[src/rtl/evf_regs.svh]
// Holds the constants of the exception vector and fill unit.
// Assumes inclusion by the main module only.
//
// Function
// - Exception redirects fetch, saves return PC, pushes.
// - Nested miss, three-level scheme, vectors to 100.
// - Nested miss, four-level scheme, vectors to 180.
// - Misaligned 280, data miss 300, fault 380.
// - FP disabled 200, fetch fault 480, imiss 580.
// - Illegal opcodes vector to 400, privilege exempt.
// - Unimplemented 14/1C functions, extended IEEE illegal.
// - Machine check 500, reset or wakeup 780.
// - All interrupt kinds share entry 680.
// - Arithmetic trap 600, FP control write 700.
// - Barrier enabled: first entry write fires barrier.
// - Commit only on second entry write retire.
// - New entry visible after retire; nonzero hint hides hits in EVF_FILL_ENT1.
// - Fill matching existing key is ignored.
// - Page table load miss keeps fault registers.
// - Scoreboard [3:0] holds restarted loads, stores.
// - Scoreboard [7:4] writers wait for retire.
`ifndef EVF_REGS_SVH
`define EVF_REGS_SVH
////////////////////////////////////////////////////////////
// Entry offsets from the handler base
`define EVF_OFS_DMISS_NEST3  15'h0100
`define EVF_OFS_DMISS_NEST4  15'h0180
`define EVF_OFS_FP_DIS       15'h0200
`define EVF_OFS_MISALIGN     15'h0280
`define EVF_OFS_DMISS        15'h0300
`define EVF_OFS_DATA_ACCESS_FAULT_ENTRY       15'h0380
`define EVF_OFS_ILLEGAL      15'h0400
`define EVF_OFS_IFAULT       15'h0480
`define EVF_OFS_MACHINE_CHECK_ENTRY         15'h0500
`define EVF_OFS_IMISS        15'h0580
`define EVF_OFS_NUMERIC_TRAP_ENTRY        15'h0600
`define EVF_OFS_INTR         15'h0680
`define EVF_OFS_FPCW         15'h0700
`define EVF_OFS_RESET        15'h0780
////////////////////////////////////////////////////////////
// Base field position and handler mode flag in the PC
`define EVF_BASE_LSB         15
`define EVF_PC_PAL_BIT       64'h0000000000000001
// Opcode values
`define EVF_OP_ILL_LO        6'h01
`define EVF_OP_ILL_HI        6'h07
`define EVF_OP_PRIV_A        6'h19
`define EVF_OP_PRIV_B        6'h1b
`define EVF_OP_PRIV_C        6'h1d
`define EVF_OP_PRIV_D        6'h1e
`define EVF_OP_PRIV_E        6'h1f
`define EVF_OP_FUNC_A        6'h14
`define EVF_OP_FUNC_B        6'h1c
// Scoreboard groups
`define EVF_SB_RD_MASK       8'h0f
`define EVF_SB_WR_MASK       8'hf0
// Reset values
`define EVF_BASE_RST         64'h0000000000000000
`endif

[src/rtl/evf_pkg.sv]
// Holds the types of the exception vector and fill unit.
// Assumes the constants header is on the include path.
package evf_pkg;
   // Fill sequencer states
   typedef enum logic [2:0] {
      EVF_FILL_IDLE,
      EVF_FILL_KEY0,
      EVF_FILL_KEY1,
      EVF_FILL_ENT0,
      EVF_FILL_ENT1
   } evf_fill_type;
endpackage : evf_pkg

[src/rtl/evf_fill_if.sv]
// Carries a fill request between the main unit and the buffer.
// Assumes one clock shared by both ends.
`timescale 1ns/1ps
`default_nettype none
interface evf_fill_if #(parameter int KW = 52, parameter int EW = 64);
   logic          wr;       // Commit pulse
   logic [KW-1:0] key;      // Translation key
   logic [EW-1:0] entry;    // Translation entry
   logic          hit;      // Key already present
   modport src (output wr, output key, output entry, input hit);
   modport dst (input wr, input key, input entry, output hit);
endinterface : evf_fill_if
`default_nettype wire

[src/rtl/evf_xlate_buf.sv]
// Holds the data translation buffer entries.
// Assumes commits come one at a time from the fill sequencer.
`timescale 1ns/1ps
`default_nettype none
module evf_xlate_buf
   import evf_pkg::*;
#(
   parameter int KW = 52,
   parameter int EW = 64,
   parameter int N  = 8
) (
   // Clock and reset
   input wire logic clk,
   input wire logic rst,
   // Fill port
   evf_fill_if.dst  fill,
   // Lookup port
   input wire logic [KW-1:0] look_key,
   output logic              look_hit
);
   logic [KW-1:0]        key_q [N];   // Stored keys
   logic [EW-1:0]        ent_q [N];   // Stored entries
   logic [N-1:0]         val_q;       // Valid bits
   logic [$clog2(N)-1:0] ptr_q;       // Round robin victim
   logic [N-1:0]         fhit;        // Fill key matches
   logic [N-1:0]         lhit;        // Lookup key matches

   // Match both keys against every slot
   always_comb begin
      for (int i = 0; i < N; i++) begin
         fhit[i] = val_q[i] && (key_q[i] == fill.key);
         lhit[i] = val_q[i] && (key_q[i] == look_key);
      end
   end
   assign fill.hit = |fhit;
   assign look_hit = |lhit;

   // Write a new slot only when the key is absent
   always_ff @(posedge clk) begin
      if (rst) begin
         val_q <= '0;
         ptr_q <= '0;
      end else if (fill.wr && !fill.hit) begin
         key_q[ptr_q] <= fill.key;
         ent_q[ptr_q] <= fill.entry;
         val_q[ptr_q] <= 1'b1;
         ptr_q        <= ptr_q + 1'b1;
      end
   end
endmodule : evf_xlate_buf
`default_nettype wire

[src/rtl/evf_unit.sv]
// Holds the exception vector and translation fill unit top.
// Assumes the pipeline reports events and retires in order.
//
// Configuration arrives on plain ports; no register addresses, no address-and-strobe port.
`timescale 1ns/1ps
`default_nettype none
`include "evf_regs.svh"
module evf_unit
   import evf_pkg::*;
#(
   parameter int KW = 52,
   parameter int EW = 64,
   parameter int N  = 8,
   parameter int GHL = 5,
   parameter int GHW = 2
) (
   // Clock and reset
   input wire logic          clk,
   input wire logic          rst,
   // Configuration
   input wire logic [63:0]   handler_base_reg,
   input wire logic          fill_barrier_enable,
   input wire logic          privileged_ops_enable,
   input wire logic          handler_privileged_mode,
   input wire logic          walk_four_level,
   // Exception conditions
   input wire logic          ev_reset_wakeup,
   input wire logic          ev_machine_check,
   input wire logic          ev_interrupt,
   input wire logic          ev_async_system_trap,
   input wire logic          ev_fetch_fault,
   input wire logic          ev_imiss,
   input wire logic          ev_fp_disabled,
   input wire logic          ev_opcode_valid,
   input wire logic [5:0]    ev_opcode,
   input wire logic          ev_func_unimpl,
   input wire logic          ev_ext_ieee,
   input wire logic          ev_misalign,
   input wire logic          ev_dmiss,
   input wire logic          ev_dmiss_on_pte,
   input wire logic          ev_data_access_fault_entry,
   input wire logic          ev_numeric_trap_entry,
   input wire logic          ev_fp_control_write,
   input wire logic [63:0]   ev_pc,
   input wire logic [63:0]   ev_addr,
   input wire logic [15:0]   ev_info,
   // Translation writes from the handler
   input wire logic          key_write_first,
   input wire logic          key_write_second,
   input wire logic          entry_write_first,
   input wire logic          entry_write_second,
   input wire logic [63:0]   xlate_wdata,
   input wire logic          entry_second_retire,
   input wire logic          fill_abort,
   // Scoreboard
   input wire logic [7:0]    sb_set,
   input wire logic [7:0]    sb_clear,
   // Lookup
   input wire logic [KW-1:0] look_key,
   // Redirect outputs
   output logic              redirect,
   output logic [63:0]       redirect_pc,
   output logic [63:0]       fault_return_pc,
   output logic              ras_push,
   output logic [63:0]       ras_data,
   output logic [63:0]       faulting_address_reg,
   output logic [15:0]       memory_fault_info_reg,
   // Ordering outputs
   output logic              fill_light_barrier,
   output logic              mem_stall,
   output logic              sb_write_stall,
   output logic              entry_visible,
   output logic [7:0]        scoreboard
);
   ////////////////////////////////////////////////////////////
   // Decode of the illegal opcode conditions
   function automatic logic is_priv_op(input logic [5:0] op);
      is_priv_op = (op == `EVF_OP_PRIV_A) || (op == `EVF_OP_PRIV_B) ||
                   (op == `EVF_OP_PRIV_C) || (op == `EVF_OP_PRIV_D) ||
                   (op == `EVF_OP_PRIV_E);
   endfunction : is_priv_op

   wire logic op_reserved;  // Opcodes one through seven
   wire logic op_priv_bad;  // Privileged op outside enabled handler mode
   wire logic op_func_bad;  // Unimplemented function code
   wire logic illegal;      // Any illegal opcode cause
   assign op_reserved = (ev_opcode >= `EVF_OP_ILL_LO) && (ev_opcode <= `EVF_OP_ILL_HI);
   assign op_priv_bad = is_priv_op(ev_opcode) &&
                        !(handler_privileged_mode && privileged_ops_enable);
   assign op_func_bad = ev_func_unimpl &&
                        ((ev_opcode == `EVF_OP_FUNC_A) || (ev_opcode == `EVF_OP_FUNC_B));
   assign illegal = ev_opcode_valid &&
                    (op_reserved || op_priv_bad || op_func_bad || ev_ext_ieee);

   ////////////////////////////////////////////////////////////
   // Fixed priority entry selection
   wire logic        any_ev;   // Some exception pending
   wire logic [14:0] ofs;      // Selected entry offset
   wire logic        data_ev;  // Updates fault registers
   wire logic        intr_any; // Shared interrupt entry
   assign intr_any = ev_interrupt || ev_async_system_trap;
   assign ofs = ev_reset_wakeup     ? `EVF_OFS_RESET :
                ev_machine_check    ? `EVF_OFS_MACHINE_CHECK_ENTRY :
                intr_any            ? `EVF_OFS_INTR :
                ev_fetch_fault      ? `EVF_OFS_IFAULT :
                ev_imiss            ? `EVF_OFS_IMISS :
                illegal             ? `EVF_OFS_ILLEGAL :
                ev_fp_disabled      ? `EVF_OFS_FP_DIS :
                ev_dmiss_on_pte     ? (walk_four_level ? `EVF_OFS_DMISS_NEST4
                                                       : `EVF_OFS_DMISS_NEST3) :
                ev_misalign         ? `EVF_OFS_MISALIGN :
                ev_data_access_fault_entry           ? `EVF_OFS_DATA_ACCESS_FAULT_ENTRY :
                ev_dmiss            ? `EVF_OFS_DMISS :
                ev_numeric_trap_entry            ? `EVF_OFS_NUMERIC_TRAP_ENTRY :
                                      `EVF_OFS_FPCW;
   assign any_ev = ev_reset_wakeup || ev_machine_check || intr_any || ev_fetch_fault ||
                   ev_imiss || illegal || ev_fp_disabled || ev_dmiss_on_pte ||
                   ev_misalign || ev_data_access_fault_entry || ev_dmiss || ev_numeric_trap_entry || ev_fp_control_write;
   // Fault registers held when the page table load itself misses
   assign data_ev = !ev_dmiss_on_pte && (ev_misalign || ev_data_access_fault_entry || ev_dmiss);

   wire logic [63:0] vec_pc;  // Base plus offset, handler mode
   assign vec_pc = {handler_base_reg[63:`EVF_BASE_LSB], ofs} | `EVF_PC_PAL_BIT;

   // Redirect fetch and capture return PC
   always_ff @(posedge clk) begin
      if (rst) begin
         redirect        <= 1'b0;
         redirect_pc     <= `EVF_BASE_RST;
         fault_return_pc <= '0;
         ras_push        <= 1'b0;
         ras_data        <= '0;
      end else begin
         redirect <= any_ev;
         ras_push <= any_ev;
         if (any_ev) begin
            redirect_pc     <= vec_pc;
            fault_return_pc <= ev_pc;
            ras_data        <= ev_pc;
         end
      end
   end

   // Fault info capture
   always_ff @(posedge clk) begin
      if (rst) begin
         faulting_address_reg  <= '0;
         memory_fault_info_reg <= '0;
      end else if (data_ev && !ev_reset_wakeup && !ev_machine_check) begin
         faulting_address_reg  <= ev_addr;
         memory_fault_info_reg <= ev_info;
      end
   end

   ////////////////////////////////////////////////////////////
   // Fill sequencer: collects writes, commits on retire
   evf_fill_type     st_q, st_d;   // Sequencer state
   logic [KW-1:0]    key_q;        // Pending key
   logic [EW-1:0]    ent_q;        // Pending entry
   logic             pend_vis_q;   // Nonzero hint entry pending
   wire logic        commit;       // Retire of second entry write
   wire logic        tb_hit;       // Look key in buffer

   evf_fill_if #(.KW(KW), .EW(EW)) fif ();
   assign commit    = entry_second_retire && (st_q == EVF_FILL_ENT1);
   assign fif.wr    = commit;
   assign fif.key   = key_q;
   assign fif.entry = ent_q;

   // Next state; interim writes are only staged, never committed
   always_comb begin
      st_d = st_q;
      case (st_q)
         EVF_FILL_IDLE: if (key_write_first)    st_d = EVF_FILL_KEY0;
         EVF_FILL_KEY0: if (key_write_second)   st_d = EVF_FILL_KEY1;
         EVF_FILL_KEY1: if (entry_write_first)  st_d = EVF_FILL_ENT0;
         EVF_FILL_ENT0: if (entry_write_second) st_d = EVF_FILL_ENT1;
         EVF_FILL_ENT1: if (commit)             st_d = EVF_FILL_IDLE;
         default:                               st_d = EVF_FILL_IDLE;
      endcase
      if (fill_abort) begin
         st_d = EVF_FILL_IDLE; // Handler relies on all-or-none
      end
   end

   // State and staged key and entry
   always_ff @(posedge clk) begin
      if (rst) begin
         st_q       <= EVF_FILL_IDLE;
         key_q      <= '0;
         ent_q      <= '0;
         pend_vis_q <= 1'b0;
      end else begin
         st_q <= st_d;
         if (key_write_first) begin
            key_q <= xlate_wdata[63:64-KW];
         end
         if (entry_write_first) begin
            ent_q      <= xlate_wdata[EW-1:0];
            pend_vis_q <= |xlate_wdata[GHL+GHW-1:GHL];
         end
         if (commit || fill_abort) begin
            pend_vis_q <= 1'b0;
         end
      end
   end

   evf_xlate_buf #(.KW(KW), .EW(EW), .N(N)) u_buf (
      .clk      (clk),
      .rst      (rst),
      .fill     (fif.dst),
      .look_key (look_key),
      .look_hit (tb_hit)
   );

   ////////////////////////////////////////////////////////////
   // Scoreboard; a set beats a clear in the same cycle
   logic [7:0] sb_q;  // Outstanding buffer writers
   always_ff @(posedge clk) begin
      if (rst) begin
         sb_q <= '0;
      end else begin
         sb_q <= (sb_q & ~sb_clear) | sb_set;
      end
   end

   // Barrier, stalls and visibility
   always_ff @(posedge clk) begin
      if (rst) begin
         fill_light_barrier <= 1'b0;
         mem_stall          <= 1'b0;
         sb_write_stall     <= 1'b0;
         entry_visible      <= 1'b0;
         scoreboard         <= '0;
      end else begin
         fill_light_barrier <= fill_barrier_enable && entry_write_first;
         mem_stall          <= |(((sb_q & ~sb_clear) | sb_set) & `EVF_SB_RD_MASK);
         sb_write_stall     <= |(((sb_q & ~sb_clear) | sb_set) & `EVF_SB_WR_MASK);
         entry_visible      <= tb_hit && !(pend_vis_q && (st_q == EVF_FILL_ENT1));
         scoreboard         <= (sb_q & ~sb_clear) | sb_set;
      end
   end
endmodule : evf_unit
`default_nettype wire

[config.mk]
export PLATFORM = sky130hd
export DESIGN_NAME = evf_unit
export DESIGN_NICKNAME = d
export VERILOG_FILES = /design/src/rtl/evf_pkg.sv /design/src/rtl/evf_fill_if.sv /design/src/rtl/evf_xlate_buf.sv /design/src/rtl/evf_unit.sv
export VERILOG_INCLUDE_DIRS = /design/src /design/src/rtl
export SDC_FILE = /design/constraint.sdc
export NUM_CORES = 1
export LEC_CHECK = 0
export BUFFER_PORTS_ARGS = -buffer_cell sky130_fd_sc_hd__buf_2
export CORE_UTILIZATION = 30
export DETAILED_ROUTE_END_ITERATION = 16
export HOLD_SLACK_MARGIN = 0.1
export SYNTH_ARGS = -nofsm -noshare
export SYNTH_HDL_FRONTEND = slang
export SYNTH_SLANG_ARGS = --single-unit
[constraint.sdc]
create_clock -name clk -period 12.4 [get_ports clk]
set_input_delay 2.48 -clock clk [delete_from_list [all_inputs] [get_ports clk]]
set_output_delay 2.48 -clock clk [all_outputs]
set_load 0.01 [all_outputs]
==> results.py <==
metrics = {
    "critical_path": {
        "reg2reg_setup_slack_ps": 8430,
        "crit_type": "input pin to flop",
        "ff2ff_path_depth": 10,
        "start_kind": "input pin",
        "crit_path_end_kind": "flop",
        "arrival_ps": 5650,
        "critPathRequiredTime_ps": 12960,
        "cp_max_fo": 8,
        "r2r-start": "fif.key[3]",
        "rr_endpoint": "u_buf.key_q[2][21]",
    },
    "final_layout": {
        "nets": 3893,
        "final_cell_mix": "622 x buf_2, 416 x edfxtp_1, 376 x nand2_1",
        "final_common_cell": "buf_2",
        "design_area_sq_mm": 0.0399,
        "largest_reg_flops": 416,
        "num-fill-cells": 11100,
        "fin_cells": 5066,
        "syn2layout_area_growth_pct": 20.2,
        "drive_gt1_frac": 0.254,
    },
    "flow_run": {
        "cap_violations": 0,
    },
    "yosys": {
        "yosysSeqAreaShare": 0.544,
        "synth_edf_count": 416,
        "yosys_most_used_dff": "edfxtp_1",
        "ys_types": 81,
        "mappedNetlistArea_sq_mm": 0.0332,
        "yosysTopAreaCell": "edfxtp_1",
        "synth.top_cell.area_share": 0.376,
        "syn_area_per_cell_sq_um": 11.1,
        "async_reset_ff_frac": 0,
        "yosys-top-cells-area": "edfxtp_1 38%, dfxtp_1 17%, xnor2_1 9.4%",
        "synth-seq-cells": 694,
        "yosys_warnings": 0,
        "syn_inst": 3002,
    },
    "route": {
        "routed-via-count": 26400,
        "drtAntennaViolNets": 0,
        "first_iter_violations": 3096,
        "vias_per_cell": 5.21,
        "wirelength_mm": 148,
        "wl_per_cell_microns": 29.2,
        "first_pass_iters": 5,
        "drc": 0,
    },
    "clock_network": {
        "cts.clk_slew.worst_paths_ps": 60,
        "cts_root_buf": "clkbuf_16",
        "cts.sinks": 694,
        "ctsHoldBuffers": 0,
        "cts_buffer_depth": 3,
        "cts_tree": "built",
        "ctsResizeCount": 0,
        "cts_buffers": 82,
        "clk_latency_ps": 680,
        "post_cts_buffers": 0,
        "ctsHtreeMaxLevel": 3,
    },
    "floorplanning": {
        "ios": 660,
        "die_w_microns": 335,
        "die_h_microns": 335,
        "core.rowCount": 121,
        "core_sq_mm": 0.109,
        "die-area_sq_mm": 0.112,
        "initial_core_util": 0.304,
    },
    "place": {
        "place_hpwl_mm": 101,
        "dpl_cell_area_sq_mm": 0.0372,
        "gp_congestion": 0.989,
        "dp.cells": 4910,
        "port_buffers": 624,
    },
    "min_path": {
        "worstHoldPathCells": 2,
        "holdCritStartpoint": "redirect_pc[38]",
        "hold_end": "redirect_pc[38]",
        "holdCritPathClass": "flop to flop",
    },
    "sta": {
        "setup-violations-final": 0,
        "maxSlewHeadroom": 0.229,
        "tightest_slew_ps": 1160,
        "timing.final.crit_share": 0.410,
        "grt_setup_unrepaired": "no",
        "fmax_mhz": 197,
        "fin_crit_ps": 5090,
        "finalSetupTns_ps": 0,
        "drv_slew": 0,
        "hold_violations": 0,
        "fin_worst_skew_ps": 46.0,
    },
    "pwr": {
        "p_leak_nw": 15.1,
        "p_per_area_mw_per_mm2": 141,
        "peakVddDrop_mv": 0.118,
    },
    "global_route": {
        "grt_pass1_wl_mm": 200,
        "grt_antenna_before_repair": 17,
        "grt_overflow_total": 0,
        "grt_usage": 0.256,
        "grt_pass1_vias": 25300,
        "grt_max_degree": 89,
    },
    "status": {
        "outcome": "finished clean",
    },
}
==> Yosys cell counts (all sizes together), types with 3 or more instances <==
master     n
nor2b     18
nand2b    21
mux2i     54
o2bb2ai   17
a211oi     3
or4        3
inv      110
nor2      88
o2111ai    7
nand4    119
a221o      4
a222oi     5
o21ai      9
a21oi    215
nor3      17
a22oi     13
a22o      15
clkbuf    79
nor4     127
o221ai     7
xor2     318
edfxtp   416
dfxtp    278
a221oi    14
o32ai      6
nand3      6
nand2    397
xnor2    356
buf      184
a2111oi   10
a2bb2oi    3
o22ai     51
==> worst max path at each step <==
| stage | start | endpoint | cells after the start |
|---|---|---|---|
| after floorplan | entry_second_retire | u_buf.key_q[5][0] | 5 |
| after global placement | look_key[10] | entry_visible | 9 |
| after detailed placement | look_key[10] | entry_visible | 9 |
| after CTS | look_key[41] | entry_visible | 9 |
| after global routing | look_key[41] | entry_visible | 9 |
| final | look_key[10] | entry_visible | 9 |
==> metrics by stage <==
step	hold WS [ps]	power, mW	worst slack (ps)	utilization
global route	461	5.78	7390	0.365
finish	448	5.63	7310	0.365
floorplan	424	2.86	5250	-
CTS	449	5.66	7490	0.365
detailed placement	441	3.14	6810	0.340
global placement	437	3.14	6810	0.340
==> where the power goes <==
part / total, mW / switching (mW) / internal, mW / leakage [nW]
clock: 2.52 / 1.05 / 1.48 / 1.35
sequential: 2.53 / 0.0498 / 2.48 / 5.94
combinational: 0.568 / 0.384 / 0.184 / 7.82
total: 5.63 / 1.48 / 4.14 / 15.1
==> routing by layer <==
layer	up-vias	part of all wire	track usage	routed length [microns]
met5	-	0.00062	0	92
met4	16	0.054	0.121	7960
met3	364	0.099	0.0624	14700
met2	1619	0.48	0.431	70600
met1	12900	0.37	0.306	54600
li1	11400	-	-	-
==> cell families after synthesis <==
logic type | share of synthesized area
flops | 0.544
compound gates | 0.0796
fa+ha+maj | 0.000377
buf+inv | 0.0615
other cells | 0.000113
xor+xnor | 0.178
mux | 0.0170
simple gates | 0.120
==> critical path, stage by stage <==
cell and delay (ps):
buf_2 530, xor2_1 260, nor4_1 340, nand4_1 160, nor4_1 260, nand4_1 180
a2111oi_2 810, nor4_1 310, a221oi_2 310
==> cell type report <==
class	instances	area, sq um	share of cell area
diodes	3	7.51	0.000188
clock buffers	113	2340	0.0586
clock inverters	40	432	0.0108
inverters	111	417	0.0104
multi-input cells	1943	13200	0.331
flip-flops and latches	694	18100	0.453
well taps	1476	1850	0.0462
repair buffers	686	3600	0.0902
No activity file was read; power rests on OpenSTA's default activity.
